--- src/common/ocd_pkg.sv ---
// Shared types and constants for the opcode decoder block
package ocd_pkg;

    // Register-file location of the status flags register
    localparam logic [7:0] OCD_FLAGS_ADDR  = 8'hD5;
    localparam logic [7:0] OCD_FLAGS_RESET = 8'h00;
    // Status flag bit positions
    localparam int OCD_FLAG_C_BIT = 7;
    localparam int OCD_FLAG_Z_BIT = 6;
    localparam int OCD_FLAG_S_BIT = 5;
    localparam int OCD_FLAG_V_BIT = 4;
    // Condition patterns with fixed meaning
    localparam logic [3:0] OCD_CC_NEVER  = 4'h0;
    localparam logic [3:0] OCD_CC_ALWAYS = 4'h8;
    // Memory address width (0..8191)
    localparam int OCD_MEM_AW = 13;
    // Decode result latency in clock cycles
    localparam int OCD_DEC_LAT = 1;

    // Operation classes
    typedef enum logic [5:0] {
        OP_ADD, OP_ADD_CARRY, OP_SUBTRACT, OP_SUBTRACT_WITH_CARRY,
        OP_OR, OP_AND, OP_TEST_COMPLEMENT_MASK, OP_TEST_UNDER_MASK,
        OP_COMPARE, OP_XOR, OP_DECREMENT, OP_ROTATE_LEFT_CARRY,
        OP_INCREMENT, OP_POP, OP_COMPLEMENT, OP_PUSH, OP_ROTATE_LEFT,
        OP_CLEAR, OP_ROTATE_RIGHT_CARRY, OP_SHIFT_RIGHT_ARITH,
        OP_ROTATE_RIGHT, OP_JUMP_PAIR, OP_LOAD_INDEXED, OP_LOAD,
        OP_PROGRAM_MEM_LOAD, OP_PROGRAM_MEM_LOAD_DEC,
        OP_PROGRAM_MEM_LOAD_INC, OP_CALL, OP_JUMP_RELATIVE,
        OP_JUMP_COND, OP_INCREMENT_WORK, OP_IDLE, OP_STOP,
        OP_DISABLE_INT, OP_ENABLE_INT, OP_RETURN, OP_INTERRUPT_RETURN,
        OP_RESET_CARRY, OP_SET_CARRY, OP_COMPLEMENT_CARRY, OP_NOP,
        OP_UNDEFINED
    } ocd_op_e;

    // Operand addressing forms
    typedef enum logic [3:0] {
        AM_NONE, AM_WORK, AM_IND_WORK, AM_REG, AM_IND_REG,
        AM_IMMEDIATE_MODE, AM_PAIR_IND, AM_INDEXED,
        AM_SHORT_OFFSET_INDEXED, AM_LONG_OFFSET_INDEXED,
        AM_DIRECT_ADDRESS_MODE, AM_RELATIVE_ADDRESS_MODE
    } ocd_mode_e;

    // Per-flag effect of an instruction
    typedef enum logic [2:0] {
        FX_KEEP, FX_CLEAR, FX_SET, FX_UPDATE, FX_UNDEF
    } ocd_fx_e;

    // Flag effect for all four flags
    typedef struct packed {
        ocd_fx_e c;
        ocd_fx_e z;
        ocd_fx_e s;
        ocd_fx_e v;
    } ocd_fx_s;

    // Decoded first opcode byte
    typedef struct packed {
        ocd_op_e   op;
        ocd_mode_e dst;
        ocd_mode_e src;
        logic [3:0] nib;   // Working register number or condition code
        logic       undef;
        ocd_fx_s    fx;
    } ocd_dec_s;

    // Flag results offered by the datapath
    typedef struct packed {
        logic c;
        logic z;
        logic s;
        logic v;
    } ocd_alu_flags_s;

    // Operand bytes and context for address forming
    typedef struct packed {
        logic [7:0]            lo;      // First operand byte
        logic [7:0]            hi;      // Second byte of a long address
        logic [15:0]           pair;    // Contents of the register pair
        logic [OCD_MEM_AW-1:0] next_pc; // Address after this instruction
    } ocd_opnd_s;

endpackage

--- src/core/ocd_cond_eval.sv ---
// Condition code evaluation against the status flags
`timescale 1ns/1ps
module ocd_cond_eval
    import ocd_pkg::*;
(
    input  wire logic [3:0] cc,
    input  wire logic [7:0] flags,
    output logic            take
);
    // Flag taps
    wire fc = flags[OCD_FLAG_C_BIT];
    wire fz = flags[OCD_FLAG_Z_BIT];
    wire fs = flags[OCD_FLAG_S_BIT];
    wire fv = flags[OCD_FLAG_V_BIT];
    // Low three bits pick the test, bit 3 inverts it
    logic base;

    // Base test for each pattern family
    always_comb begin
        case (cc[2:0])
            3'h0: base = 1'b0;             // Never, inverted to always
            3'h1: base = fs ^ fv;          // Less than
            3'h2: base = fz | (fs ^ fv);   // Less or equal
            3'h3: base = fc | fz;          // Unsigned less or equal
            3'h4: base = fv;               // Overflow
            3'h5: base = fs;               // Minus
            3'h6: base = fz;               // Zero
            3'h7: base = fc;               // Carry
            default: base = 1'b0;
        endcase
    end

    // Pattern 0000 never jumps and 1000 always does
    assign take = cc[3] ? ~base : base;

endmodule // ocd_cond_eval

--- src/core/ocd_decoder.sv ---
// Opcode decoder with operand forming and status flags register
// What this block does
// - Low nibbles 2-6 pick two-operand forms
// - Upper nibble picks two-operand operation
// - Nibbles 0/1 single-operand; 30 pair jump
// - Low nibble 7 decodes indexed loads
// - Nibbles 8,9,B,C,D,E fixed column ops
// - Special loads, stores and calls recognised
// - Register 0-255, working register 0-15
// - Pairs use even base addresses
// - Short index adds signed byte offset
// - Long index and direct: 13-bit addresses
// - Relative jump adds to next address
// - Immediate is one unsigned byte
// - Each flag follows instruction flag effect
// - Flags: C7, Z6, S5, V4
// - Four-bit condition; 0000 never, 1000 always
`timescale 1ns/1ps
module ocd_decoder
    import ocd_pkg::*;
(
    input  wire logic                  clk,
    input  wire logic                  rst,
    input  wire logic                  op_valid,
    input  wire logic [7:0]            op_byte,
    input  wire logic                  opnd_valid,
    input  wire ocd_opnd_s             opnd,
    input  wire logic                  alu_valid,
    input  wire ocd_alu_flags_s        alu_flags,
    input  wire logic                  rf_wr,
    input  wire logic                  rf_rd,
    input  wire logic [7:0]            rf_addr,
    input  wire logic [7:0]            rf_wdata,
    output logic [7:0]                 rf_rdata,
    output logic                       dec_valid,
    output ocd_dec_s                   dec,
    output logic [7:0]                 status_flags,
    output logic                       cond_take,
    output logic [OCD_MEM_AW-1:0]      eff_addr,
    output logic [7:0]                 imm_data,
    output logic [7:0]                 pair_base,
    output logic                       pair_odd_err
);

    // Flag effect of an operation
    function automatic ocd_fx_s flag_fx(input ocd_op_e op);
        ocd_fx_s f;
        f = '{FX_KEEP, FX_KEEP, FX_KEEP, FX_KEEP};
        case (op)
            OP_ADD, OP_ADD_CARRY, OP_SUBTRACT, OP_SUBTRACT_WITH_CARRY,
            OP_COMPARE, OP_ROTATE_LEFT_CARRY, OP_ROTATE_RIGHT_CARRY,
            OP_ROTATE_LEFT, OP_ROTATE_RIGHT, OP_INTERRUPT_RETURN:
                f = '{FX_UPDATE, FX_UPDATE, FX_UPDATE, FX_UPDATE};
            OP_OR, OP_AND, OP_XOR, OP_TEST_COMPLEMENT_MASK,
            OP_TEST_UNDER_MASK, OP_COMPLEMENT:
                f = '{FX_KEEP, FX_UPDATE, FX_UPDATE, FX_CLEAR};
            OP_SHIFT_RIGHT_ARITH:
                f = '{FX_UPDATE, FX_UPDATE, FX_UPDATE, FX_CLEAR};
            OP_DECREMENT, OP_INCREMENT, OP_INCREMENT_WORK:
                f = '{FX_KEEP, FX_UPDATE, FX_UPDATE, FX_UPDATE};
            OP_RESET_CARRY:      f.c = FX_CLEAR;
            OP_SET_CARRY:        f.c = FX_SET;
            OP_COMPLEMENT_CARRY: f.c = FX_UPDATE;
            default:             f = f;
        endcase
        return f;
    endfunction

    // Two-operand family operation by upper nibble
    function automatic ocd_op_e alu_op(input logic [3:0] up);
        case (up)
            4'h0: return OP_ADD;
            4'h1: return OP_ADD_CARRY;
            4'h2: return OP_SUBTRACT;
            4'h3: return OP_SUBTRACT_WITH_CARRY;
            4'h4: return OP_OR;
            4'h5: return OP_AND;
            4'h6: return OP_TEST_COMPLEMENT_MASK;
            4'h7: return OP_TEST_UNDER_MASK;
            4'hA: return OP_COMPARE;
            4'hB: return OP_XOR;
            default: return OP_UNDEFINED;
        endcase
    endfunction

    // Single-operand operation by upper nibble
    function automatic ocd_op_e one_op(input logic [3:0] up);
        case (up)
            4'h0: return OP_DECREMENT;
            4'h1: return OP_ROTATE_LEFT_CARRY;
            4'h2: return OP_INCREMENT;
            4'h5: return OP_POP;
            4'h6: return OP_COMPLEMENT;
            4'h7: return OP_PUSH;
            4'h9: return OP_ROTATE_LEFT;
            4'hB: return OP_CLEAR;
            4'hC: return OP_ROTATE_RIGHT_CARRY;
            4'hD: return OP_SHIFT_RIGHT_ARITH;
            4'hE: return OP_ROTATE_RIGHT;
            default: return OP_UNDEFINED;
        endcase
    endfunction

    // Control opcodes of the last column
    function automatic ocd_op_e ctl_op(input logic [3:0] up);
        case (up)
            4'h6: return OP_IDLE;
            4'h7: return OP_STOP;
            4'h8: return OP_DISABLE_INT;
            4'h9: return OP_ENABLE_INT;
            4'hA: return OP_RETURN;
            4'hB: return OP_INTERRUPT_RETURN;
            4'hC: return OP_RESET_CARRY;
            4'hD: return OP_SET_CARRY;
            4'hE: return OP_COMPLEMENT_CARRY;
            4'hF: return OP_NOP;
            default: return OP_UNDEFINED;
        endcase
    endfunction

    // Full decode of the first opcode byte
    function automatic ocd_dec_s decode(input logic [7:0] b);
        ocd_dec_s d;
        logic [3:0] up;
        logic [3:0] lo;
        up = b[7:4];
        lo = b[3:0];
        d = '{OP_UNDEFINED, AM_NONE, AM_NONE, up, 1'b0,
              '{FX_KEEP, FX_KEEP, FX_KEEP, FX_KEEP}};
        case (lo)
            4'h0, 4'h1: begin
                d.op  = one_op(up);
                d.dst = lo[0] ? AM_IND_REG : AM_REG;
                if (b == 8'h30) begin
                    d.op  = OP_JUMP_PAIR;
                    d.dst = AM_PAIR_IND;
                end
            end
            4'h2, 4'h3, 4'h4, 4'h5, 4'h6: begin
                d.op = alu_op(up);
                case (lo)
                    4'h2: begin d.dst = AM_WORK; d.src = AM_WORK; end
                    4'h3: begin d.dst = AM_WORK; d.src = AM_IND_WORK; end
                    4'h4: begin d.dst = AM_REG;  d.src = AM_REG; end
                    4'h5: begin d.dst = AM_REG;  d.src = AM_IND_REG; end
                    default: begin
                        d.dst = AM_REG;
                        d.src = AM_IMMEDIATE_MODE;
                    end
                endcase
                case (b)
                    8'hE2: d.op = OP_PROGRAM_MEM_LOAD_DEC;
                    8'hE3: d.op = OP_PROGRAM_MEM_LOAD_INC;
                    8'hC3, 8'hD3: d.op = OP_PROGRAM_MEM_LOAD;
                    8'hE4, 8'hE5, 8'hE6, 8'hF5: d.op = OP_LOAD;
                    8'hD6: begin
                        d.op  = OP_LOAD;
                        d.dst = AM_IND_REG;
                    end
                    8'hF4, 8'hF6: d.op = OP_CALL;
                    default: d.op = d.op;
                endcase
                if (b inside {8'hE2, 8'hE3, 8'hC3, 8'hD3})
                    d.src = AM_PAIR_IND;
                if (b == 8'hF4) begin
                    d.dst = AM_PAIR_IND;
                    d.src = AM_NONE;
                end
                if (b == 8'hF6) begin
                    d.dst = AM_DIRECT_ADDRESS_MODE;
                    d.src = AM_NONE;
                end
                if (b == 8'hF5)
                    d.dst = AM_IND_REG;
            end
            4'h7: begin
                d.dst = AM_WORK;
                case (up)
                    4'h8, 4'h9: begin
                        d.op = OP_LOAD_INDEXED;
                        d.src = AM_INDEXED;
                    end
                    4'hA, 4'hB: begin
                        d.op = OP_PROGRAM_MEM_LOAD;
                        d.src = AM_LONG_OFFSET_INDEXED;
                    end
                    4'hC, 4'hD: begin
                        d.op = OP_LOAD;
                        d.src = AM_IND_WORK;
                    end
                    4'hE, 4'hF: begin
                        d.op = OP_PROGRAM_MEM_LOAD;
                        d.src = AM_SHORT_OFFSET_INDEXED;
                    end
                    default: d.dst = AM_NONE;
                endcase
            end
            4'h8: begin d.op = OP_LOAD; d.dst = AM_WORK; d.src = AM_REG; end
            4'h9: begin d.op = OP_LOAD; d.dst = AM_REG; d.src = AM_WORK; end
            4'hB: begin
                d.op  = OP_JUMP_RELATIVE;
                d.dst = AM_RELATIVE_ADDRESS_MODE;
            end
            4'hC: begin
                d.op  = OP_LOAD;
                d.dst = AM_WORK;
                d.src = AM_IMMEDIATE_MODE;
            end
            4'hD: begin
                d.op  = OP_JUMP_COND;
                d.dst = AM_DIRECT_ADDRESS_MODE;
            end
            4'hE: begin d.op = OP_INCREMENT_WORK; d.dst = AM_WORK; end
            4'hF: d.op = ctl_op(up);
            default: d.op = OP_UNDEFINED; // Column A is blank
        endcase
        d.undef = (d.op == OP_UNDEFINED);
        if (d.undef) begin
            d.dst = AM_NONE;
            d.src = AM_NONE;
        end
        d.fx = flag_fx(d.op);
        return d;
    endfunction

    // Apply one flag effect to one flag bit
    function automatic logic fx_apply(input ocd_fx_e fx, input logic cur,
                                      input logic res);
        case (fx)
            FX_CLEAR:  return 1'b0;
            FX_SET:    return 1'b1;
            FX_UPDATE: return res;
            default:   return cur; // Undefined leaves the old value
        endcase
    endfunction

    // Signed byte added to a 13-bit base
    function automatic logic [OCD_MEM_AW-1:0] add_sext(
            input logic [OCD_MEM_AW-1:0] base, input logic [7:0] off);
        return base + {{(OCD_MEM_AW-8){off[7]}}, off};
    endfunction

    // Registers
    ocd_dec_s                 dec_reg;
    logic                     dec_valid_reg;
    logic [7:0]               flags_reg;
    logic [7:0]               flags_next;
    logic [7:0]               rdata_reg;
    logic                     take_reg;
    logic [OCD_MEM_AW-1:0]    addr_reg;
    logic [7:0]               imm_reg;
    logic [7:0]               pair_reg;
    logic                     pair_err_reg;

    // Decode of the incoming byte and register-file select
    wire ocd_dec_s dec_now  = decode(op_byte);
    wire           flags_sel = (rf_addr == OCD_FLAGS_ADDR);
    wire           take_now;
    // Long and direct addresses keep only 13 bits
    wire [OCD_MEM_AW-1:0] long_addr =
        {opnd.hi[OCD_MEM_AW-9:0], opnd.lo};
    wire [OCD_MEM_AW-1:0] pair_addr = opnd.pair[OCD_MEM_AW-1:0];
    wire [OCD_MEM_AW-1:0] addr_now =
        (dec_reg.src == AM_SHORT_OFFSET_INDEXED) ?
            add_sext(pair_addr, opnd.lo) :
        (dec_reg.src == AM_LONG_OFFSET_INDEXED) ?
            pair_addr + long_addr :
        (dec_reg.dst == AM_RELATIVE_ADDRESS_MODE) ?
            add_sext(opnd.next_pc, opnd.lo) :
        long_addr;
    // Pair operands are even; an odd byte is flagged
    wire pair_form = (dec_reg.dst == AM_PAIR_IND) ||
                     (dec_reg.src == AM_PAIR_IND);

    // Condition test uses the flags register bits
    ocd_cond_eval u_cond (
        .cc    (dec_reg.nib),
        .flags (flags_reg),
        .take  (take_now)
    );

    // Next flags: software write first, datapath update wins
    always_comb begin
        flags_next = flags_reg;
        if (rf_wr && flags_sel)
            flags_next = rf_wdata;
        if (alu_valid) begin
            flags_next[OCD_FLAG_C_BIT] = fx_apply(dec_reg.fx.c,
                flags_reg[OCD_FLAG_C_BIT], alu_flags.c);
            flags_next[OCD_FLAG_Z_BIT] = fx_apply(dec_reg.fx.z,
                flags_reg[OCD_FLAG_Z_BIT], alu_flags.z);
            flags_next[OCD_FLAG_S_BIT] = fx_apply(dec_reg.fx.s,
                flags_reg[OCD_FLAG_S_BIT], alu_flags.s);
            flags_next[OCD_FLAG_V_BIT] = fx_apply(dec_reg.fx.v,
                flags_reg[OCD_FLAG_V_BIT], alu_flags.v);
        end
    end

    // Decode stage register
    always_ff @(posedge clk) begin
        if (rst) begin
            dec_valid_reg <= 1'b0;
            dec_reg       <= '{OP_NOP, AM_NONE, AM_NONE, 4'h0, 1'b0,
                               '{FX_KEEP, FX_KEEP, FX_KEEP, FX_KEEP}};
        end else begin
            dec_valid_reg <= op_valid;
            if (op_valid)
                dec_reg <= dec_now;
        end
    end

    // Flags register, read port and condition result
    always_ff @(posedge clk) begin
        if (rst) begin
            flags_reg <= OCD_FLAGS_RESET;
            rdata_reg <= 8'h00;
            take_reg  <= 1'b0;
        end else begin
            flags_reg <= flags_next;
            if (rf_rd)
                rdata_reg <= flags_sel ? flags_reg : 8'h00;
            take_reg <= take_now;
        end
    end

    // Operand forming, captured when operand bytes arrive
    always_ff @(posedge clk) begin
        if (rst) begin
            addr_reg     <= '0;
            imm_reg      <= 8'h00;
            pair_reg     <= 8'h00;
            pair_err_reg <= 1'b0;
        end else if (opnd_valid) begin
            addr_reg     <= addr_now;
            imm_reg      <= opnd.lo;
            pair_reg     <= {opnd.lo[7:1], 1'b0};
            pair_err_reg <= pair_form & opnd.lo[0];
        end
    end

    assign dec_valid    = dec_valid_reg;
    assign dec          = dec_reg;
    assign status_flags = flags_reg;
    assign rf_rdata     = rdata_reg;
    assign cond_take    = take_reg;
    assign eff_addr     = addr_reg;
    assign imm_data     = imm_reg;
    assign pair_base    = pair_reg;
    assign pair_odd_err = pair_err_reg;

    // Checks on the decode and the flags
    a_decode_latency: assert property (@(posedge clk) disable iff (rst)
        op_valid |=> dec_valid && dec.nib == $past(op_byte[7:4]))
        else $error("decode did not follow opcode by one cycle");
    a_alu_add_form: assert property (@(posedge clk) disable iff (rst)
        op_valid && op_byte == 8'h02 |=>
            dec.op == OP_ADD && dec.dst == AM_WORK && dec.src == AM_WORK)
        else $error("opcode 02 not decoded as add working pair");
    a_pair_jump: assert property (@(posedge clk) disable iff (rst)
        op_valid && op_byte == 8'h30 |=> dec.op == OP_JUMP_PAIR)
        else $error("opcode 30 not decoded as pair jump");
    a_column_a_undef: assert property (@(posedge clk) disable iff (rst)
        op_valid && op_byte[3:0] == 4'hA |=> dec.undef)
        else $error("blank column not undefined");
    a_ctl_nop: assert property (@(posedge clk) disable iff (rst)
        op_valid && op_byte == 8'hFF |=> dec.op == OP_NOP && !dec.undef)
        else $error("opcode FF not decoded as no operation");
    a_set_carry: assert property (@(posedge clk) disable iff (rst)
        alu_valid && dec.op == OP_SET_CARRY |=> flags_reg[OCD_FLAG_C_BIT])
        else $error("set carry did not set the carry flag");
    a_logic_v_clear: assert property (@(posedge clk) disable iff (rst)
        alu_valid && dec.op == OP_AND |=>
            !flags_reg[OCD_FLAG_V_BIT] &&
            flags_reg[OCD_FLAG_Z_BIT] == $past(alu_flags.z))
        else $error("logic op flag effect wrong");
    a_flags_write: assert property (@(posedge clk) disable iff (rst)
        rf_wr && flags_sel && !alu_valid |=> flags_reg == $past(rf_wdata))
        else $error("flags register write lost");
    a_cond_fixed: assert property (@(posedge clk) disable iff (rst)
        (dec.nib == OCD_CC_NEVER |=> !cond_take) and
        (dec.nib == OCD_CC_ALWAYS |=> cond_take))
        else $error("fixed condition codes wrong");
    a_pair_even: assert property (@(posedge clk) disable iff (rst)
        opnd_valid |=> !pair_base[0] &&
            pair_odd_err == ($past(pair_form) && $past(opnd.lo[0])))
        else $error("pair base not even or error wrong");
    a_rel_target: assert property (@(posedge clk) disable iff (rst)
        opnd_valid && dec.dst == AM_RELATIVE_ADDRESS_MODE && !op_valid |=>
            eff_addr == $past(opnd.next_pc) +
                {{5{$past(opnd.lo[7])}}, $past(opnd.lo)})
        else $error("relative target not from next address");

endmodule // ocd_decoder

--- config.mk ---
export PLATFORM = sky130hd
export DESIGN_NAME = ocd_decoder
export DESIGN_NICKNAME = d
export VERILOG_FILES = /design/src/common/ocd_pkg.sv /design/src/core/ocd_cond_eval.sv /design/src/core/ocd_decoder.sv
export SDC_FILE = /design/constraint.sdc
export NUM_CORES = 1
export LEC_CHECK = 0
export ABC_AREA = 1
export BUFFER_PORTS_ARGS = -buffer_cell sky130_fd_sc_hd__buf_4
export CAP_MARGIN = 25
export CORE_MARGIN = 2
export CORE_UTILIZATION = 40
export CTS_CLUSTER_DIAMETER = 60
export DETAILED_ROUTE_END_ITERATION = 16
export PLACE_DENSITY_LB_ADDON = 0.1
export SYNTH_ARGS = -nofsm -noshare
export SYNTH_HDL_FRONTEND = slang
export SYNTH_HIERARCHICAL = 1
export SYNTH_SLANG_ARGS = --single-unit
export TNS_END_PERCENT = 20
--- constraint.sdc ---
create_clock -name clk -period 2.09 [get_ports clk]
set_input_delay 0.1045 -clock clk [delete_from_list [all_inputs] [get_ports clk]]
set_output_delay 0.1045 -clock clk [all_outputs]
set_load 0.005 [all_outputs]
==> results by group, run 1 <==
Power
  – Power Density: 584 nW/µm²
  – Static Leak: approximately 3.7 nW
  – VDD IR max: between 0.4 and 0.5 mV

Worst setup path
  – Worst EP arrival: roughly 2.1 ns
  – CP endpoint kind: flip-flop
  – Critical path launch point type: primary input
  – CP cell instances: buf_4, inv_1, buf_4, ha_1, inv_1, nand2_1, nand2_1, nand2_1, nand2_1, a21oi_1, nand2_1, nor2_2, inv_2, a21oi_1, nand3_1, nand2_1, nor2_1, nand2_1, nor2_1, nor2_1
  – Crit path buf inv count: 5
  – Most used cell, CP: nand2_1
  – Worst Path Class, Setup: in -> reg
  – Maximum fanout along the worst path: 5
  – FF-to-FF path depth: 8
  – Max incr delay on CP: about 0.26 ns
  – Critical R2R Capture: eff_addr[8]$_SDFFE_PP0P_
  – R2r setup slk: between 0.3 and 0.4 ns
  – CP max-delay cell: a21oi_1
  – Req. time, crit path: 2.36 ns
  – Reg2reg start: dec[24]$_SDFFE_PP0P_
  – Crit path max-delay family: simple AND/OR/NAND/NOR gates

Clocking
  – Worst-Skew Late Latency: 0.33 ns
  – CTS Buffer Depth: 2
  – CTS tree: built
  – Clock-pin slew on the worst setup and hold paths: around 0.05 ns
  – CTS sink cnt: 63
  – CTS H-Tree Depth: 3
  – CTS Root Cell: clkbuf_16
  – CTS Hold Bufs: 0
  – Cts bufs inserted: 9

STA
  – FMAX: between 500 and 600 MHz
  – Period utilisation layout: 0.896
  – Final-report setup violation count: 0
  – RSZ-0062 raised after global routing: false
  – Relative slew slack: 0.639
  – Total Negative Setup Slacks: 0 ns
  – Final hold violations: 0
  – Worst-Margin Slew: between 0.5 and 0.6 ns
  – Final slew viol count: 0
  – Period minus WS final: 1.87 ns
  – Setup Skew: 0.00298 ns

Detailed routing
  – Drt pass-1 iters: 5
  – Vias: approximately 6,400
  – Residual DRC count: 0
  – Vias per inst: just over 5
  – Routed WL: 17.8 mm
  – DR iter-0 viols: around 460
  – Drt wl/cell: 14.2 µm
  – Antenna viol nets, final: 0

Yosys
  – Seq/Total Area, Yosys: 0.229
  – Cell taking the most area after synthesis: dfxtp_1
  – Mapped cell area: 5500 µm²
  – Largest cells by area after synthesis: dfxtp_1 23%, nand2_1 14%, ha_1 9.1%
  – Number of distinct library cells after synthesis: 39
  – Cell count after synthesis: roughly 900
  – Syn_area_per_cell: between 6 and 7 µm²
  – Share of the synthesized area in the top cell type: 0.229
  – Synth Register Bits: 63
  – Synth warn: 6

GRT
  – Initial antenna violation count: 0
  – Total track usage: 0.243
  – GRT overflow: 0
  – Vias in the first global route: 5,866
  – First-pass GRT wire length: between 20 and 30 mm
  – Largest net degree at the start of global routing: 36

Floorplan
  – I/O pin cnt: 159
  – Chip width: roughly 120 µm
  – Chip Height: 121 µm
  – Core area: 13,300 µm²
  – Initial Utilization: 0.412
  – Full die area: 14,700 µm²
  – Site row count: 42

Place
  – Routability cong.: around 0.9
  – Detailed placement HPWL: 14.3 mm
  – DP Area: ~7100 µm²
  – Port Buffer Count: ~150
  – Placed Instances: 1,237

Final layout
  – Cell area after layout: approximately 7400 µm²
  – P&R area growth vs syn: 34.7%
  – Share of layout cells above drive strength 1: 0.232
  – Commonest non-fill, non-tap cell in the layout: buf_4
  – Number of flip-flops in the largest register: 23
  – ANT cells: 0
  – Nets: around 1,200
  – Most frequent cells in the layout: 206 x buf_4, 199 x nand2_1, 104 x nor2_1
  – Cell Count, Final, Fillers Out: ~1,300
  – Filler Cells Inserted: around 1,400

Flow run
  – # Max-Cap Violations: 0

Hold path
  – Hold Path Class: in -> reg
  – Hold Path Stages: 3
  – Endpoint, Worst Hold: status_flags[3]$_SDFFE_PP0P_
  – Hold path start: rf_wdata[3]

Outcome
  – Outcome: complete, no violations
## power by group
group | internal [W] | total (W) | switching, W
combinational | 0.000563 | 0.00125 | 0.000687
sequential | 0.00128 | 0.00134 | 0.0000639
clock | 0.00122 | 0.00173 | 0.000511
total | 0.00306 | 0.00432 | 0.00126
## timing repair
| item | 4_1_cts | 5_1_grt |
|---|---|---|
| setup buffers | 0 | 0 |
| resized for setup | 0 | 1 |
| setup endpoints to repair | 0 | 1 |
## metal layers
layer | up-vias | share of wire | global-route usage
met5 | - | 0 | 0
li1 | 3336 | - | -
met3 | 28 | 0.050 | 0.0432
met4 | 0 | 0.024 | 0.0776
met1 | 2888 | 0.44 | 0.302
met2 | 194 | 0.49 | 0.423
## cell usage after synthesis
library cell and count:
nand2_1 199, nor2_1 104, a21oi_1 86, o21ai_0 86, inv_1 81, nand3_1 75, dfxtp_1 63, ha_1 40
clkbuf_1 19, buf_4 17, a31oi_1 15, nand4_1 12, xor2_1 10, o211ai_1 9, a21o_1 8, nor3_1 8
inv_2 7, nor2_2 7, nand2_2 5, o21bai_1 5, buf_2 4, nor2_4 4, xnor2_1 4, or2_2 3
clkinv_1 2, fa_1 2, o21ai_1 2, o311ai_0 2, o41ai_1 2, a21oi_2 1, a22oi_1 1, conb_1 1
nand2_4 1, nand3b_2 1, nor3b_1 1, nor4_1 1, nor4_2 1, o311ai_1 1, o31ai_1 1
## through the flow
step	power (W)	util	hold WS (ns)	worst slack [ns]
2_1_floorplan	0.00208	-	0.204	0.161
3_3_place_gp	0.00261	0.529	0.363	-0.0827
3_5_place_dp	0.00261	0.529	0.369	-0.101
4_1_cts	0.00436	0.555	0.0206	0.234
5_1_grt	0.00457	0.555	0.0279	0.0000877
6_report	0.00432	0.555	0.0293	0.217
## area by class of cell
cell class | count | area [µm²] | share of cell area
tap | 176 | 220 | 0.0297
clock inverter | 3 | 90.1 | 0.0122
multi-input combinational | 702 | 3690 | 0.499
timing repair buffer | 206 | 1550 | 0.209
inverter | 90 | 338 | 0.0456
clock buffer | 12 | 256 | 0.0346
sequential | 63 | 1260 | 0.170
## logic make-up after synthesis
family	count (synthesis)	share of synthesized area
simple gates	422	0.330
fa+ha+maj	42	0.0983
other cells	1	0.000682
buf+inv	130	0.101
xor+xnor	14	0.0223
flops	63	0.229
compound gates	219	0.218
## how the worst max path moves through the flow
| stage | start | to | slack (ns) | depth (start not counted) |
|---|---|---|---|---|
| after floorplan | opnd[13] | eff_addr[10]$_SDFFE_PP0P_ | 0.16 | 11 |
| after global placement | op_byte[4] | dec[3]$_SDFFE_PP0P_ | -0.08 | 20 |
| after detailed placement | op_byte[4] | dec[3]$_SDFFE_PP0P_ | -0.10 | 20 |
| after CTS | op_byte[4] | dec[3]$_SDFFE_PP0P_ | 0.23 | 20 |
| after global routing | op_byte[4] | dec[3]$_SDFFE_PP0P_ | 0.00009 | 20 |
| final | op_byte[4] | dec[3]$_SDFFE_PP0P_ | 0.22 | 20 |
## worst register-to-register path: stages (launching register included)
cell and delay [ns]:
dfxtp_1 0.40, inv_1 0.08, nor4_2 0.30, buf_4 0.28, nand3_1 0.12, o211ai_1 0.11
nand2_1 0.09, a21oi_1 0.22, nor2_1 0.07
No activity file was read; power rests on OpenSTA's default activity.
==> run 2, diff against run 1 <==
Settings changed: CORE_UTILIZATION 40 to 39.
==> run 2 against run 1 <==
Count of clock-buffer cells in the layout down 2. Clock power down 16%. Register-to-register slack better by 0.05 ns. Combinational power about the same. Worst setup slack better by 0.0073 ns. Sequential share of layout area up 0.066 points. Largest cell class unchanged. First-iteration DRC count up 1.3%. Final cell count up 0.64%. Final area down 0.39%.
==> results by group, run 2 (synthesis results as in run 1) <==
Final layout
  – Most frequent cells in the layout: 209 x buf_4, 199 x nand2_1, 104 x nor2_1
  – Commonest non-fill, non-tap cell in the layout: buf_4
  – Share of layout cells above drive strength 1: 0.235
  – Number of flip-flops in the largest register: 23
  – Register area: 1260 µm²
  – ANT cells: 0
  – Filler Cells Inserted: approximately 1,400
  – P&R area growth vs syn: 34.2%
  – Cell area after layout: 7380 µm²
  – Nets: roughly 1,200
  – Area of the multi-input gates: 3690 µm²

Power
  – Comb power frac: 0.311
  – P_sw: around 0.0013 W
  – Power Density: 549 nW/µm²
  – Sequential fraction of design power: 0.331
  – Static Leak: 3.72 nW
  – Clock power share: 0.359
  – VDD IR max: roughly 0.45 mV
  – Switch share: 0.318
  – Power Internal: 0.00276 W

Worst setup path
  – CP endpoint kind: flip-flop
  – Critical path launch point type: primary input
  – Crit path max-delay family: simple AND/OR/NAND/NOR gates
  – Most used cell, CP: nand2_1
  – Max incr delay on CP: just under 0.3 ns
  – CP cell instances: buf_4, inv_1, ha_1, o21ai_0, inv_1, nand2_2, nand2_1, nor2_1, nand2_1, nor2_4, nand2_1, nand3b_2, o311ai_1, a21oi_1
  – Worst EP arrival: 2.07 ns
  – Worst Path Class, Setup: in -> reg
  – Crit path buf inv count: 3
  – CP max-delay cell: nand3b_2
  – Maximum fanout along the worst path: 7
  – Req. time, crit path: about 2.3 ns

Floorplan
  – Initial Utilization: 0.398
  – I/O pin cnt: between 150 and 200
  – Chip Height: between 100 and 150 µm
  – Chip width: 123 µm
  – Core area: 13,800 µm²
  – Full die area: 15,100 µm²
  – Site row count: 43

Place
  – Detailed placement HPWL: roughly 15 mm
  – Routability cong.: between 1 and 1.5
  – Port Buffer Count: about 150
  – Pre-CTS setup slack: -0.0742 ns
  – DP Area: just over 7000 µm²

GRT
  – Largest net degree at the start of global routing: 36
  – GRT overflow: 0
  – Total track usage: 0.238
  – Initial antenna violation count: 0
  – First-pass GRT wire length: approximately 29 mm
  – Vias in the first global route: approximately 5,800

Detailed routing
  – DR iter-0 viols: ~460
  – Vias per inst: roughly 5.1
  – Routed WL: roughly 18 mm
  – Drt pass-1 iters: 6
  – Vias: between 6,000 and 7,000
  – Drt wl/cell: ~14 µm
  – Antenna viol nets, final: 0
  – Residual DRC count: 0

Hold path
  – Hold Path Class: in -> reg

STA
  – Period minus WS final: 1.87 ns
  – RSZ-0062 raised after global routing: false
  – Worst-Margin Slew: ~0.56 ns
  – FMAX: 536 MHz
  – Final hold violations: 0
  – Final WS setup: 0.224 ns
  – Relative slew slack: 0.624
  – Setup Skew: about 0.0084 ns
  – Period utilisation layout: 0.893
  – Final slew viol count: 0
  – Final-report setup violation count: 0

Clocking
  – Cts bufs inserted: 9
  – CTS Hold Bufs: 0
  – CTS Root Cell: clkbuf_16
  – Post-cts sizing count: 0
  – CTS tree: built
  – CTS H-Tree Depth: 3
  – Worst-Skew Late Latency: ~0.33 ns
  – CTS Buffer Depth: 2
  – Clock-pin slew on the worst setup and hold paths: 0.05 ns
  – CTS sink cnt: 63
  – Setup bufs post-CTS: 0

Outcome
  – Outcome: complete, no violations

Flow run
  – # Max-Cap Violations: 0
## run 2: cell types whose count changed in the layout (fill, tap and decap cells not counted), sizes merged
cell	delta
clkinv	+4
buf	+3
bufinv	-2
clkbuf	-2
clkinvlp	+1
## run 2: area by class of cell
| cell class | count | share of cell area |
|---|---|---|
| clock buffer | 10 | 0.0310 |
| multi-input combinational | 702 | 0.501 |
| inverter | 90 | 0.0458 |
| clock inverter | 6 | 0.00831 |
| tap | 180 | 0.0305 |
| timing repair buffer | 209 | 0.213 |
| sequential | 63 | 0.171 |
## run 2: worst min-delay path, stage by stage
cell	delay, ns
buf_4	0.07
nand2_1	0.04
a21oi_1	0.10
## run 2: final timing paths
kind | from | endpoint | slack (ns) | cells after the start
setup / recovery | op_byte[5] | dec[22]$_SDFFE_PP0P_ | 0.22 | 14
hold / removal | rf_wdata[1] | status_flags[1]$_SDFFE_PP0P_ | 0.03 | 3
setup reg to reg | dec[21]$_SDFFE_PP0P_ | eff_addr[11]$_SDFFE_PP0P_ | 0.37 | 9
hold reg to reg | imm_data[0]$_SDFFE_PP0P_ | imm_data[0]$_SDFFE_PP0P_ | 0.47 | 2
## run 2: power by group through the flow
stage	logic, W	clock network (W)	registers, W
3_3_place_gp	0.00125	0	0.00136
4_1_cts	0.00125	0.00148	0.00134
2_1_floorplan	0.000719	0	0.00136
3_5_place_dp	0.00124	0	0.00136
6_report	0.00126	0.00145	0.00134
5_1_grt	0.00142	0.00154	0.00135
## run 2: layer usage
| metal | wire [µm] | global-route usage |
|---|---|---|
| met1 | 8590 | 0.331 |
| met4 | 284 | 0.0682 |
| met2 | 8140 | 0.384 |
| met5 | 0 | 0 |
| met3 | 1000 | 0.0302 |
## run 2: metrics by stage
stage / power, W / hold slack [ns] / setup TNS, ns / util / std cells
2_1_floorplan: 0.00208 / 0.204 / 0 / - / 895
3_3_place_gp: 0.00261 / 0.365 / -0.0917 / 0.513 / 1244
3_5_place_dp: 0.00261 / 0.366 / -0.267 / 0.513 / 1244
4_1_cts: 0.00407 / 0.0225 / 0 / 0.534 / 1260
5_1_grt: 0.00431 / 0.0366 / 0 / 0.534 / 1260
6_report: 0.00405 / 0.0303 / 0 / 0.534 / 1260
==> run 3, diff against run 2 <==
Settings changed: RECOVER_POWER set to 100.
==> run 3 against run 2 <==
Sequential cell count did not move. Register-to-register slack got worse by 0.14 ns. First-iteration DRC count rose by 9.5%. Fmax fell by 1.3%. Final area fell by 1.4%. Total power fell by 0.53%. Critical path depth fell by 1. Via count rose by 0.62%. Wire length rose by 0.17%. Clock power barely moved. Largest power group unchanged.
==> results by group, run 3 (synthesis results as in run 1) <==
Outcome
  – Outcome: complete, no violations

Power
  – Sequential fraction of design power: 0.332
  – VDD IR max: approximately 0.47 mV
  – Comb power frac: 0.305
  – Static Leak: approximately 3.6 nW
  – Clock power share: 0.362
  – Power Internal: around 0.0027 W
  – P_sw: around 0.0013 W
  – Power Density: ~550 nW/µm²
  – Switch share: 0.321

Final layout
  – Commonest non-fill, non-tap cell in the layout: nand2_1
  – Nets: 1,197
  – Area of the multi-input gates: roughly 3700 µm²
  – Number of flip-flops in the largest register: 23
  – ANT cells: 0
  – Share of layout cells above drive strength 1: 0.210
  – Cell area after layout: roughly 7300 µm²
  – Layout Utilization: 0.526
  – Register area: ~1300 µm²
  – Most frequent cells in the layout: 199 x nand2_1, 125 x buf_4, 104 x nor2_1
  – Filler Cells Inserted: about 1,500
  – P&R area growth vs syn: 32.3%

Worst setup path
  – CP cell instances: buf_4, ha_1, inv_1, fa_1, o31ai_1, clkbuf_1, a21oi_1, inv_1, a31oi_1, xor2_1, nand2_1, nand2_1, a21oi_1
  – CP endpoint kind: flip-flop
  – Maximum fanout along the worst path: 5
  – Max incr delay on CP: around 0.39 ns
  – Critical path launch point type: primary input
  – Worst EP arrival: ~2.1 ns
  – Crit path max-delay family: buffers and inverters
  – Crit path buf inv count: 4
  – Worst Path Class, Setup: in -> reg
  – Req. time, crit path: roughly 2.3 ns
  – CP max-delay cell: fa_1

Clocking
  – Setup bufs post-CTS: 0
  – Cts bufs inserted: 9
  – CTS Root Cell: clkbuf_16
  – CTS Buffer Depth: 2
  – CTS tree: built
  – CTS H-Tree Depth: 3
  – Clock-pin slew on the worst setup and hold paths: approximately 0.05 ns
  – Post-cts sizing count: 0
  – Worst-Skew Late Latency: 0.33 ns
  – CTS Hold Bufs: 0
  – CTS sink cnt: between 60 and 70

Floorplan
  – Initial Utilization: 0.398
  – Chip Height: about 120 µm
  – I/O pin cnt: around 160
  – Chip width: 123 µm
  – Site row count: 43
  – Full die area: approximately 15,000 µm²
  – Core area: roughly 14,000 µm²

Place
  – Port Buffer Count: ~150
  – Routability cong.: slightly above 1
  – Pre-CTS setup slack: -0.0742 ns
  – Detailed placement HPWL: approximately 15 mm
  – DP Area: slightly above 7000 µm²

Flow run
  – # Max-Cap Violations: 0

Detailed routing
  – Antenna viol nets, final: 0
  – Vias: 6,442
  – Routed WL: approximately 18 mm
  – DR iter-0 viols: a little over 500
  – Drt pass-1 iters: 7
  – Vias per inst: about 5
  – Drt wl/cell: around 14 µm
  – Residual DRC count: 0

GRT
  – Vias in the first global route: 5,841
  – Total track usage: 0.238
  – Initial antenna violation count: 0
  – First-pass GRT wire length: ~29 mm
  – GRT overflow: 0
  – Largest net degree at the start of global routing: 36

STA
  – FMAX: around 530 MHz
  – RSZ-0062 raised after global routing: false
  – Relative slew slack: 0.230
  – Final-report setup violation count: 0
  – Total Negative Setup Slacks: 0 ns
  – Final WS setup: 0.200 ns
  – Worst-Margin Slew: 1.15 ns
  – Period utilisation layout: 0.904
  – Setup Skew: between 0.007 and 0.008 ns
  – Final slew viol count: 0
  – Final hold violations: 0
  – Period minus WS final: approximately 1.9 ns

Hold path
  – Hold Path Class: in -> reg
run 3: changes by cell type in the layout (fill, tap and decap cells not counted):
cell / delta
buf_4: -84
clkbuf_1: +26
clkbuf_2: +1
clkbuf_4: +57
nor4_1: +1
nor4_2: -1
run 3: layout make-up:
type | instances | share of cell area
Multi-Input combinational cell | 702 | 0.507
Timing Repair Buffer | 209 | 0.202
Sequential cell | 63 | 0.173
Inverter | 90 | 0.0465
Clock buffer | 10 | 0.0315
Tap cell | 180 | 0.0310
Clock inverter | 6 | 0.00843
run 3: power by group through the flow:
stage	Clock [W]	Sequential (W)	Combinational, W
detailed placement	0	0.00136	0.00124
global route	0.00154	0.00135	0.00139
finish	0.00146	0.00134	0.00123
global placement	0	0.00136	0.00125
CTS	0.00148	0.00134	0.00125
floorplan	0	0.00136	0.000719
run 3: worst reg2reg max path: cells and delay by family, from the launching register on:
| family | cells | cell delay [ns] |
|---|---|---|
| AND/OR/NAND/NOR | 3 | 0.51 |
| buffers and inverters | 2 | 0.26 |
| flip-flops | 1 | 0.41 |
| AO/OA/AOI/OAI | 4 | 0.55 |
run 3: path summary, 6_finish.rpt:
path | start | endpoint | slack (ns) | cells after the start
worst min register to register | imm_data[0]$_SDFFE_PP0P_ | imm_data[0]$_SDFFE_PP0P_ | 0.47 | 2
worst min-delay path | rf_wdata[1] | status_flags[1]$_SDFFE_PP0P_ | 0.03 | 3
worst max register to register | dec[21]$_SDFFE_PP0P_ | eff_addr[11]$_SDFFE_PP0P_ | 0.23 | 9
worst max-delay path | opnd[37] | eff_addr[10]$_SDFFE_PP0P_ | 0.20 | 13
run 3: through the flow:
stage | hold WS, ns | std cells | total power, W
after global placement | 0.365 | 1244 | 0.00261
after CTS | 0.0225 | 1260 | 0.00407
after detailed placement | 0.366 | 1244 | 0.00261
final | 0.0282 | 1260 | 0.00403
after global routing | 0.0378 | 1260 | 0.00428
after floorplan | 0.204 | 895 | 0.00208
run 3: routing by layer:
metal | vias up | GRT usage | wire length (µm)
li1 | 3351 | - | -
met1 | 2855 | 0.331 | 8560
met2 | 214 | 0.384 | 8150
met5 | - | 0 | 0
met4 | 0 | 0.0682 | 306
met3 | 22 | 0.0302 | 1030
